==> src/core/rfid_ctrl_pkg.sv <==
// Constants, register map and types for the protocol select and
// signal strength capture block.
// Assumes one 100 MHz system clock and a byte-wide register port.
package rfid_ctrl_pkg;

    // Clock and timing
    localparam int CLK_MHZ = 100;
    localparam int MEAS_TIME_US = 50;
    localparam int MEAS_CYCLES = MEAS_TIME_US * CLK_MHZ;
    localparam int LOW_RATE_KHZ = 60;
    localparam int LOW_RATE_HALF = (CLK_MHZ * 1000) / (2 * LOW_RATE_KHZ);
    localparam int DIV_W = 10;

    // Register addresses
    localparam logic [4:0] ADDR_CHIP_STATUS = 5'h00;
    localparam logic [4:0] ADDR_PROTOCOL = 5'h01;
    localparam logic [4:0] ADDR_HBR_OPTIONS = 5'h03;
    localparam logic [4:0] ADDR_MOD_SYSCLK = 5'h09;
    localparam logic [4:0] ADDR_SIG_STATUS = 5'h0F;

    // Reset and preset values
    localparam logic [7:0] CHIP_STATUS_RST = 8'h00;
    localparam logic [7:0] PROTOCOL_RST = 8'h02;
    localparam logic [7:0] HBR_OPTIONS_RST = 8'h00;
    localparam logic [7:0] MOD_SYSCLK_RST = 8'h00;
    localparam logic [7:0] READ_UNMAPPED = 8'h00;

    // Direct commands
    localparam logic [7:0] CMD_SIGNAL_STRENGTH_CODE_INT = 8'h18;
    localparam logic [7:0] CMD_SIGNAL_STRENGTH_CODE_EXT = 8'h19;

    // Field positions
    localparam int CS_EXT_SEL_BIT = 1;
    localparam int PS_READER_BIT = 5;
    localparam int PS_CODE_MSB = 4;
    localparam int HBR_SPLIT_BIT = 0;
    localparam int HBR_TX_LSB = 1;
    localparam int MOD_DIV_LSB = 4;
    localparam int SIG_FIXED_BIT = 6;
    localparam int SIG_AUX_LSB = 3;

    // Protocol codes of interest
    localparam logic [4:0] CODE_TYPE_A_FIRST = 5'h08;
    localparam logic [4:0] CODE_TYPE_B_FIRST = 5'h0C;
    localparam logic [4:0] CODE_PROP_212 = 5'h1A;
    localparam logic [4:0] CODE_PROP_424 = 5'h1B;

    typedef enum logic [2:0] {
        FAMILY_VICINITY = 3'h0,
        FAMILY_TYPE_A = 3'h1,
        FAMILY_TYPE_B = 3'h2,
        FAMILY_PROP = 3'h3,
        FAMILY_RESERVED = 3'h4
    } family_type;

    typedef enum logic [1:0] {
        RATE_106 = 2'h0,
        RATE_212 = 2'h1,
        RATE_424 = 2'h2,
        RATE_848 = 2'h3
    } rate_type;

    typedef enum logic [1:0] {
        MEAS_IDLE = 2'h0,
        MEAS_INT = 2'h1,
        MEAS_EXT = 2'h3
    } meas_state_type;

    // System clock divide selections
    localparam logic [1:0] DIV_BY_1 = 2'h0;
    localparam logic [1:0] DIV_BY_2 = 2'h1;

endpackage

==> src/core/sysclk_divider.sv <==
// Glitch-free divider for the system clock output.
// Assumes a synchronous ratio and low-rate select from the main block.
`timescale 1ns/1ps
`default_nettype none

module sysclk_divider (
    input wire logic clk_sys_i,
    input wire logic rst_n_i,
    input wire logic [1:0] ratio_i,
    input wire logic low_rate_i,
    output logic clk_out_o
);

    typedef struct packed {
        logic [rfid_ctrl_pkg::DIV_W-1:0] count;
        logic [rfid_ctrl_pkg::DIV_W-1:0] half;
        logic level;
    } div_state_type;

    div_state_type state;
    div_state_type next_state;
    logic [rfid_ctrl_pkg::DIV_W-1:0] want_half;

    always_comb begin
        if (low_rate_i) begin
            want_half = rfid_ctrl_pkg::DIV_W'(rfid_ctrl_pkg::LOW_RATE_HALF);
        end else if (ratio_i == rfid_ctrl_pkg::DIV_BY_1) begin
            want_half = rfid_ctrl_pkg::DIV_W'(1);
        end else if (ratio_i == rfid_ctrl_pkg::DIV_BY_2) begin
            want_half = rfid_ctrl_pkg::DIV_W'(2);
        end else begin
            want_half = rfid_ctrl_pkg::DIV_W'(4);
        end
        next_state = state;
        if (state.count + rfid_ctrl_pkg::DIV_W'(1) >= state.half) begin
            next_state.count = '0;
            next_state.level = ~state.level;
            if (state.level) begin
                next_state.half = want_half;
            end
        end else begin
            next_state.count = state.count + rfid_ctrl_pkg::DIV_W'(1);
        end
    end

    always_ff @(posedge clk_sys_i) begin
        if (!rst_n_i) begin
            state <= '{count: '0, half: rfid_ctrl_pkg::DIV_W'(1), level: 1'b0};
        end else begin
            state <= next_state;
        end
    end

    assign clk_out_o = state.level;

endmodule

`default_nettype wire

==> src/core/protocol_select_signal_strength_code_capture.sv <==
// Protocol decode, signal strength capture and system clock output
// control of a contactless reader front end.
// Assumes a byte register port and command strobe on the system clock;
// analog codes and enable pins arrive asynchronously.
//
// How it works
// - Bits 4:0 code, bit 5 forced reader
// - Protocol write presets related registers
// - Decode vicinity, Type A, Type B variants
// - Default: vicinity high rate, 1-of-4
// - Split rates: 212 code gives receive rate
// - Peak level latched during received packet
// - Stored strength cleared at each transmission
// - Two 3-bit codes stored in status
// - Chip status bit 1 picks source
// - Command 0x18 runs internal measurement
// - Command 0x19 measures external carrier level
// - Status reads between 0x40 and 0x7F
// - Reading status clears it
// - One crystal clock drives carrier and logic
// - Output clock divided by 2, 4, 8
// - Power-down mode 2 gives 60 kHz
`timescale 1ns/1ps
`default_nettype none

module protocol_select_signal_strength_code_capture #(
    parameter int MEAS_CYCLES = rfid_ctrl_pkg::MEAS_CYCLES
) (
    input wire logic clk_sys_i,
    input wire logic rst_n_i,
    input wire logic [4:0] reg_addr_i,
    input wire logic [7:0] reg_wdata_i,
    input wire logic reg_wr_i,
    input wire logic reg_rd_i,
    input wire logic cmd_valid_i,
    input wire logic [7:0] cmd_code_i,
    input wire logic tx_start_i,
    input wire logic rx_packet_i,
    input wire logic [2:0] main_strength_i,
    input wire logic [2:0] aux_strength_i,
    input wire logic [2:0] first_receiver_input_level_i,
    input wire logic enable_pin_i,
    input wire logic secondary_enable_pin_i,
    output logic [7:0] reg_rdata_o,
    output logic preset_o,
    output logic [2:0] family_o,
    output logic coding_256_o,
    output logic high_rate_o,
    output logic dual_subcarrier_o,
    output logic [1:0] rx_rate_o,
    output logic [1:0] tx_rate_o,
    output logic measuring_o,
    output logic system_clock_out_o
);

    ////////////////////////////////////////////////////////////////////
    // State

    typedef struct packed {
        logic [7:0] chip_status;
        logic [7:0] protocol;
        logic [7:0] hbr_options;
        logic [7:0] mod_sysclk;

        logic [2:0] main_peak;
        logic [2:0] aux_peak;
        logic [2:0] ext_peak;
        rfid_ctrl_pkg::meas_state_type meas;
        logic measuring;
        logic [15:0] meas_count;

        // Registered so outputs leave straight from flops
        logic [7:0] rdata;
        logic preset;
        rfid_ctrl_pkg::family_type family;
        logic coding_256;
        logic high_rate;
        logic dual_sub;
        rfid_ctrl_pkg::rate_type rx_rate;
        rfid_ctrl_pkg::rate_type tx_rate;

        // Two stages each; only the second is read
        logic [1:0] rx_sync;
        logic [5:0] main_sync0;
        logic [5:0] main_sync1;
        logic [5:0] ext_sync;
        logic [3:0] en_sync;
    } core_state_type;

    core_state_type state;
    core_state_type next_state;

    logic [2:0] main_now;
    logic [2:0] aux_now;
    logic [2:0] ext_now;
    logic rx_now;
    logic low_rate;
    logic [7:0] sig_value;
    logic capture_int;
    logic capture_ext;
    logic [4:0] code;

    ////////////////////////////////////////////////////////////////////
    // Synchronised inputs, read only past the second stage

    assign main_now = state.main_sync1[2:0];
    assign aux_now = state.main_sync1[5:3];
    assign ext_now = state.ext_sync[5:3];
    assign rx_now = state.rx_sync[1];
    assign low_rate = !state.en_sync[2] && state.en_sync[3];

    // both codes share the status byte
    // fixed bit keeps reads within 0x40..0x7F
    always_comb begin
        sig_value = '0;
        sig_value[rfid_ctrl_pkg::SIG_FIXED_BIT] = 1'b1;

        if (state.chip_status[rfid_ctrl_pkg::CS_EXT_SEL_BIT]) begin
            sig_value[2:0] = state.ext_peak;
        end else begin
            sig_value[2:0] = state.main_peak;
            sig_value[rfid_ctrl_pkg::SIG_AUX_LSB +: 3] = state.aux_peak;
        end
    end

    ////////////////////////////////////////////////////////////////////
    // Next state

    always_comb begin
        next_state = state;
        next_state.preset = 1'b0;

        // Pin inputs shift through two flops
        next_state.rx_sync = {state.rx_sync[0], rx_packet_i};
        next_state.main_sync0 = {aux_strength_i, main_strength_i};
        next_state.main_sync1 = state.main_sync0;
        next_state.ext_sync = {state.ext_sync[2:0], first_receiver_input_level_i};
        next_state.en_sync = {state.en_sync[1:0], secondary_enable_pin_i, enable_pin_i};
        next_state.en_sync[3:2] = state.en_sync[1:0];

        // Register writes
        if (reg_wr_i) begin
            unique case (reg_addr_i)
                rfid_ctrl_pkg::ADDR_CHIP_STATUS: begin
                    next_state.chip_status = reg_wdata_i;
                end
                rfid_ctrl_pkg::ADDR_PROTOCOL: begin
                    next_state.protocol = reg_wdata_i;
                    // reserved bit held at reader mode
                    next_state.protocol[rfid_ctrl_pkg::PS_READER_BIT] = 1'b0;
                    next_state.hbr_options = rfid_ctrl_pkg::HBR_OPTIONS_RST;
                    next_state.preset = 1'b1;
                end
                rfid_ctrl_pkg::ADDR_HBR_OPTIONS: begin
                    next_state.hbr_options = reg_wdata_i;
                end
                rfid_ctrl_pkg::ADDR_MOD_SYSCLK: begin
                    next_state.mod_sysclk = reg_wdata_i;
                end
                // Status and unmapped writes are dropped
                default: begin
                end
            endcase
        end

        // Register reads, data one cycle after the strobe
        if (reg_rd_i) begin
            unique case (reg_addr_i)
                rfid_ctrl_pkg::ADDR_CHIP_STATUS: next_state.rdata = state.chip_status;
                rfid_ctrl_pkg::ADDR_PROTOCOL: next_state.rdata = state.protocol;
                rfid_ctrl_pkg::ADDR_HBR_OPTIONS: next_state.rdata = state.hbr_options;
                rfid_ctrl_pkg::ADDR_MOD_SYSCLK: next_state.rdata = state.mod_sysclk;
                rfid_ctrl_pkg::ADDR_SIG_STATUS: next_state.rdata = sig_value;
                default: next_state.rdata = rfid_ctrl_pkg::READ_UNMAPPED;
            endcase
        end

        if (reg_rd_i && reg_addr_i == rfid_ctrl_pkg::ADDR_SIG_STATUS) begin
            next_state.main_peak = '0;
            next_state.aux_peak = '0;
            next_state.ext_peak = '0;
        end

        if (tx_start_i) begin
            next_state.main_peak = '0;
            next_state.aux_peak = '0;
            next_state.ext_peak = '0;
        end

        // Measurement sequencer
        unique case (state.meas)
            rfid_ctrl_pkg::MEAS_IDLE: begin
                next_state.meas_count = '0;
            end
            rfid_ctrl_pkg::MEAS_INT, rfid_ctrl_pkg::MEAS_EXT: begin
                if (state.meas_count >= 16'(MEAS_CYCLES - 1)) begin
                    next_state.meas = rfid_ctrl_pkg::MEAS_IDLE;
                    next_state.meas_count = '0;
                end else begin
                    next_state.meas_count = state.meas_count + 16'h0001;
                end
            end
            default: begin
                next_state.meas = rfid_ctrl_pkg::MEAS_IDLE;
            end
        endcase

        // A new 0x18 or 0x19 command restarts a running window
        if (cmd_valid_i) begin
            if (cmd_code_i == rfid_ctrl_pkg::CMD_SIGNAL_STRENGTH_CODE_INT) begin
                next_state.meas = rfid_ctrl_pkg::MEAS_INT;
                next_state.meas_count = '0;
            end
            if (cmd_code_i == rfid_ctrl_pkg::CMD_SIGNAL_STRENGTH_CODE_EXT) begin
                next_state.meas = rfid_ctrl_pkg::MEAS_EXT;
                next_state.meas_count = '0;
            end
        end

        // Window flag registered, not decoded at the pin
        next_state.measuring = next_state.meas != rfid_ctrl_pkg::MEAS_IDLE;

        // peak hold over packet or window; capture beats clear
        capture_int = rx_now || state.meas == rfid_ctrl_pkg::MEAS_INT;
        capture_ext = state.meas == rfid_ctrl_pkg::MEAS_EXT
            || (rx_now && state.chip_status[rfid_ctrl_pkg::CS_EXT_SEL_BIT]);

        if (capture_int) begin
            if (main_now > next_state.main_peak) begin
                next_state.main_peak = main_now;
            end
            if (aux_now > next_state.aux_peak) begin
                next_state.aux_peak = aux_now;
            end
        end
        if (capture_ext && ext_now > next_state.ext_peak) begin
            next_state.ext_peak = ext_now;
        end

        code = next_state.protocol[rfid_ctrl_pkg::PS_CODE_MSB:0];
        next_state.coding_256 = code[0];
        next_state.high_rate = code[1];
        next_state.dual_sub = code[2];
        next_state.rx_rate = rfid_ctrl_pkg::rate_type'(code[1:0]);
        if (code < rfid_ctrl_pkg::CODE_TYPE_A_FIRST) begin
            next_state.family = rfid_ctrl_pkg::FAMILY_VICINITY;
            next_state.rx_rate = rfid_ctrl_pkg::RATE_106;
        end else if (code < rfid_ctrl_pkg::CODE_TYPE_B_FIRST) begin
            next_state.family = rfid_ctrl_pkg::FAMILY_TYPE_A;
        end else if (code <= (rfid_ctrl_pkg::CODE_TYPE_B_FIRST | 5'h03)) begin
            next_state.family = rfid_ctrl_pkg::FAMILY_TYPE_B;
        end else if (code == rfid_ctrl_pkg::CODE_PROP_212) begin
            next_state.family = rfid_ctrl_pkg::FAMILY_PROP;
            next_state.rx_rate = rfid_ctrl_pkg::RATE_212;
        end else if (code == rfid_ctrl_pkg::CODE_PROP_424) begin
            next_state.family = rfid_ctrl_pkg::FAMILY_PROP;
            next_state.rx_rate = rfid_ctrl_pkg::RATE_424;
        end else begin
            next_state.family = rfid_ctrl_pkg::FAMILY_RESERVED;
            next_state.rx_rate = rfid_ctrl_pkg::RATE_106;
        end

        // Vicinity fields read zero elsewhere
        if (code >= rfid_ctrl_pkg::CODE_TYPE_A_FIRST) begin
            next_state.coding_256 = 1'b0;
            next_state.high_rate = 1'b0;
            next_state.dual_sub = 1'b0;
        end

        next_state.tx_rate = next_state.rx_rate;
        if ((next_state.family == rfid_ctrl_pkg::FAMILY_TYPE_A
                || next_state.family == rfid_ctrl_pkg::FAMILY_TYPE_B)
                && next_state.rx_rate == rfid_ctrl_pkg::RATE_212
                && next_state.hbr_options[rfid_ctrl_pkg::HBR_SPLIT_BIT]) begin
            next_state.tx_rate = rfid_ctrl_pkg::rate_type'(
                next_state.hbr_options[rfid_ctrl_pkg::HBR_TX_LSB +: 2]);
        end
    end

    ////////////////////////////////////////////////////////////////////
    // Registers

    always_ff @(posedge clk_sys_i) begin
        if (!rst_n_i) begin
            state <= '0;
            state.chip_status <= rfid_ctrl_pkg::CHIP_STATUS_RST;
            state.protocol <= rfid_ctrl_pkg::PROTOCOL_RST;
            state.hbr_options <= rfid_ctrl_pkg::HBR_OPTIONS_RST;
            state.mod_sysclk <= rfid_ctrl_pkg::MOD_SYSCLK_RST;
            state.meas <= rfid_ctrl_pkg::MEAS_IDLE;
            state.family <= rfid_ctrl_pkg::FAMILY_VICINITY;
            state.high_rate <= 1'b1;
            state.rx_rate <= rfid_ctrl_pkg::RATE_106;
            state.tx_rate <= rfid_ctrl_pkg::RATE_106;
        end else begin
            state <= next_state;
        end
    end

    ////////////////////////////////////////////////////////////////////
    // System clock output
    // Divider runs on the logic clock, which stands for the crystal

    // one clock for carrier and logic
    sysclk_divider u_sysclk_divider (
        .clk_sys_i(clk_sys_i),
        .rst_n_i(rst_n_i),
        .ratio_i(state.mod_sysclk[rfid_ctrl_pkg::MOD_DIV_LSB +: 2]),
        .low_rate_i(low_rate),
        .clk_out_o(system_clock_out_o)
    );

    // Outputs come straight from state flops
    assign reg_rdata_o = state.rdata;
    assign preset_o = state.preset;
    assign family_o = state.family;
    assign coding_256_o = state.coding_256;
    assign high_rate_o = state.high_rate;
    assign dual_subcarrier_o = state.dual_sub;
    assign rx_rate_o = state.rx_rate;
    assign tx_rate_o = state.tx_rate;
    assign measuring_o = state.measuring;

endmodule

`default_nettype wire

==> config.mk <==
export PLATFORM = sky130hd
export DESIGN_NAME = protocol_select_signal_strength_code_capture
export DESIGN_NICKNAME = d
export VERILOG_FILES = /design/src/core/rfid_ctrl_pkg.sv /design/src/core/sysclk_divider.sv /design/src/core/protocol_select_signal_strength_code_capture.sv
export SDC_FILE = /design/constraint.sdc
export NUM_CORES = 1
export LEC_CHECK = 0
export ABC_AREA = 1
export BUFFER_PORTS_ARGS = -buffer_cell sky130_fd_sc_hd__buf_2
export CORE_ASPECT_RATIO = 0.8
export CORE_UTILIZATION = 58
export CTS_BUF_LIST = sky130_fd_sc_hd__clkbuf_16
export DETAILED_ROUTE_END_ITERATION = 10
export HOLD_SLACK_MARGIN = 0.1
export PLACE_DENSITY_LB_ADDON = 0.12
export SYNTH_ARGS = -nofsm -noshare
export SYNTH_HDL_FRONTEND = slang
export SYNTH_SLANG_ARGS = --single-unit
==> constraint.sdc <==
create_clock -name clk_sys_i -period 2.7 [get_ports clk_sys_i]
set_clock_uncertainty 0.15 [all_clocks]
set_input_delay 0.27 -clock clk_sys_i [delete_from_list [all_inputs] [get_ports clk_sys_i]]
set_output_delay 0.27 -clock clk_sys_i [all_outputs]
set_load 0.005 [all_outputs]
==> metrics <==
overall routed net length=roughly 12000 um; H-tree Lvls=4; max-slew violations=0; core box area=roughly 0.0086 mm2; PortBufs=59; CTS tree=done; simple-gate portion of the synthesized area=23.8%; Die W=108 um; Final nets=between 800 and 900; Hold Path Class=in2reg; crit-path max FO=2; cell taking the most area after synthesis=dfxtp_1; Critical Path End Type=flop; flops & latches, synth=around 120; Worst Tran Pin Value=between 400 and 500 ps; Fillers=653; vias in the first global route=about 4300; total die area=approximately 0.0093 mm2; placed instance area=0.00551 mm2; required time of the critical path=2890 ps; Tot GR Track Use=between 20% and 30%; Reg2Reg Depth=14; fin util=between 70% and 80%; FMAX=around 400 MHz; Max VDD drop=approximately 1.0 mV; Post-synth EDFFs=0; share of cells above drive strength 1=~17%; Tcrit/Tclk final=92.8%; Max-Cap Viols=0; Hold Crit Depth=6; post-DR vias/cell=between 5 and 6; share of the synthesized area in the top cell type=a little under half; top cells by area, synth=dfxtp_1 (45%), nand2_1 (10%), inv_1 (6.9%), a21oi_1 (4.9%), nor2_1 (4.9%); Clock Tree Buf Depth=2; largest net degree at the start of global routing=29; setup tns final=0 ps; CP Launch Type=input port; chip height=86.6 um; final design area excluding fillers=~0.0064 mm2; DR DRC count=0; relative slew slack=roughly 67%; prevailing post-synth register cell=dfxtp_1; initial drt markers=roughly 270; Netlist Area Pre-Place=around 0.0052 mm2; CP Data Arrival Time=between 2000 and 3000 ps; Core Rows=30; syn nets=around 750; Yosys Warn Count=0; CTS Sinks=around 120; ANT nets after route=0; Initial Util=roughly three fifths; Hold Fails Final Rpt=0; overflow left after global routing=0; sequential area share after synthesis=45.1%; pre-CTS setup slack=around 310 ps; initial antenna violation count=0; Vias=roughly 4700; Ant. Diodes=0; total CTS buffers=17; adder-cell share of the synthesized area=under 10%; largest family of logic cells by synthesized area=simple AND/OR/NAND/NOR gates; P per Cell Area=between 700 and 800 mW/mm2; GPL Wtd Cong=slightly below 0.9; P_leak=around 2.9 nW; total power=roughly 4.8 mW; Setup WS post-layout=slightly below 200 ps; min cycle time layout=2500 ps; RSZ-0062 raised after global routing=no; xor/xnor share of the synthesized area=1.86%; post-synthesis compound-gate area fraction=roughly 14%; multiplexer share of the synthesized area=0%; Mapped Cells=690; wire per inst=around 14 um; Crit Path Class=in2reg; count of cell types in the netlist=between 40 and 50; register clock-pin slew on the reported worst setup and hold paths=50 ps; global-route wire length before repair=20500 um; TritonRoute pass-1 iters=6; most common cell after layout, fill and taps aside=nand2_1; CTS root buffer=clkbuf_16; Layout area overhead=23.1%; final setup violation count=0; outcome=completed; I/O Pins=60; commonest non-fill, non-tap cells in the layout=nand2_1 (141), dfxtp_1 (117), inv_1 (95), nor2_1 (68), buf_2 (59); Clk Latency, worst-skew pair=roughly 410 ps; Syn Area/Cell=~7.5 um2; Post-DP HPWL=8270 um; Synth async-reset ratio=0%; post-CTS sizing=0
[cells in the mapped netlist (3+ instances only)]
cell type / count
buf_4: 15
dfxtp_1: 117
o21ai_2: 4
nand2_2: 5
buf_2: 4
nor4_1: 3
inv_1: 95
inv_2: 11
nor2_1: 68
a31oi_1: 3
nor3_1: 8
nand2_1: 141
nand4_1: 13
a21oi_1: 51
ha_1: 17
xor2_1: 9
o21ai_0: 35
o22ai_1: 4
clkbuf_1: 11
o21ai_1: 7
nand3_1: 34
[layer usage]
layer	vias to the layer above	GRT usage (%)	routed length (um)
li1	2379	-	-
met1	2108	37.1	5610
met2	182	45.0	5620
met3	19	8.12	836
met4	0	12.3	161
met5	-	0	0
[path summary, 6_finish.rpt]
path                                                  from                        end  slack [ps]
worst max-delay path                         cmd_code_i[5]                measuring_o         200
worst min-delay path                         cmd_code_i[7]                  state[61]         160
worst max register to register  u_sysclk_divider.state[11]  u_sysclk_divider.state[2]         250
worst min register to register              next_state[13]                 aux_now[0]         260
[critical path, cell delays in order]
cell	delay, ps
dlygate4sd3_1	550
buf_2	130
nor4_1	250
dlygate4sd3_1	620
nand2_1	90
dlygate4sd3_1	610
a21oi_1	160
[sequential cells by signal (all words and copies together) (netlist names)]
signal / count
state: 60
u_sysclk_divider.state: 14
next_state: 12
reg_rdata_o: 8
aux_now: 3
ext_now: 3
family_o: 3
main_now: 3
rx_rate_o: 2
tx_rate_o: 2
coding_256_o: 1
dual_subcarrier_o: 1
high_rate_o: 1
measuring_o: 1
preset_o: 1
rx_now: 1
u_sysclk_divider.clk_out_o: 1
[area by class of cell]
type	instances	area (um2)	share of cell area, %
multi-input combinational	432	2250	35.2
sequential	117	2340	36.6
clock inverter	15	188	2.94
inverter	108	405	6.34
clock buffer	17	425	6.65
tap	112	140	2.19
timing repair buffer	96	641	10.0
[timing repair]
item | 4_1_cts | 5_1_grt
endpoints found under the hold margin | 45 | 0
buffers inserted | 0 | 0
hold buffers | 27 | 0
[logic make-up after synthesis]
logic type / count (synthesis)
compound gates: 121
xor+xnor: 11
fa+ha+maj: 17
buf+inv: 141
flops: 117
simple gates: 283
[through the flow]
stage | hold slack (ps) | instances
2_1_floorplan | 218 | 690
3_3_place_gp | 244 | 838
3_5_place_dp | 247 | 838
4_1_cts | 127 | 897
5_1_grt | 161 | 897
6_report | 155 | 897
[report_power, final]
group | total [mW] | switching, mW | leakage [nW] | internal (mW)
logic | 0.606 | 0.388 | 1.70 | 0.217
clock network | 2.32 | 0.789 | 0.283 | 1.53
registers | 1.85 | 0.0520 | 0.951 | 1.80
Power figures use the tool's default switching activity.
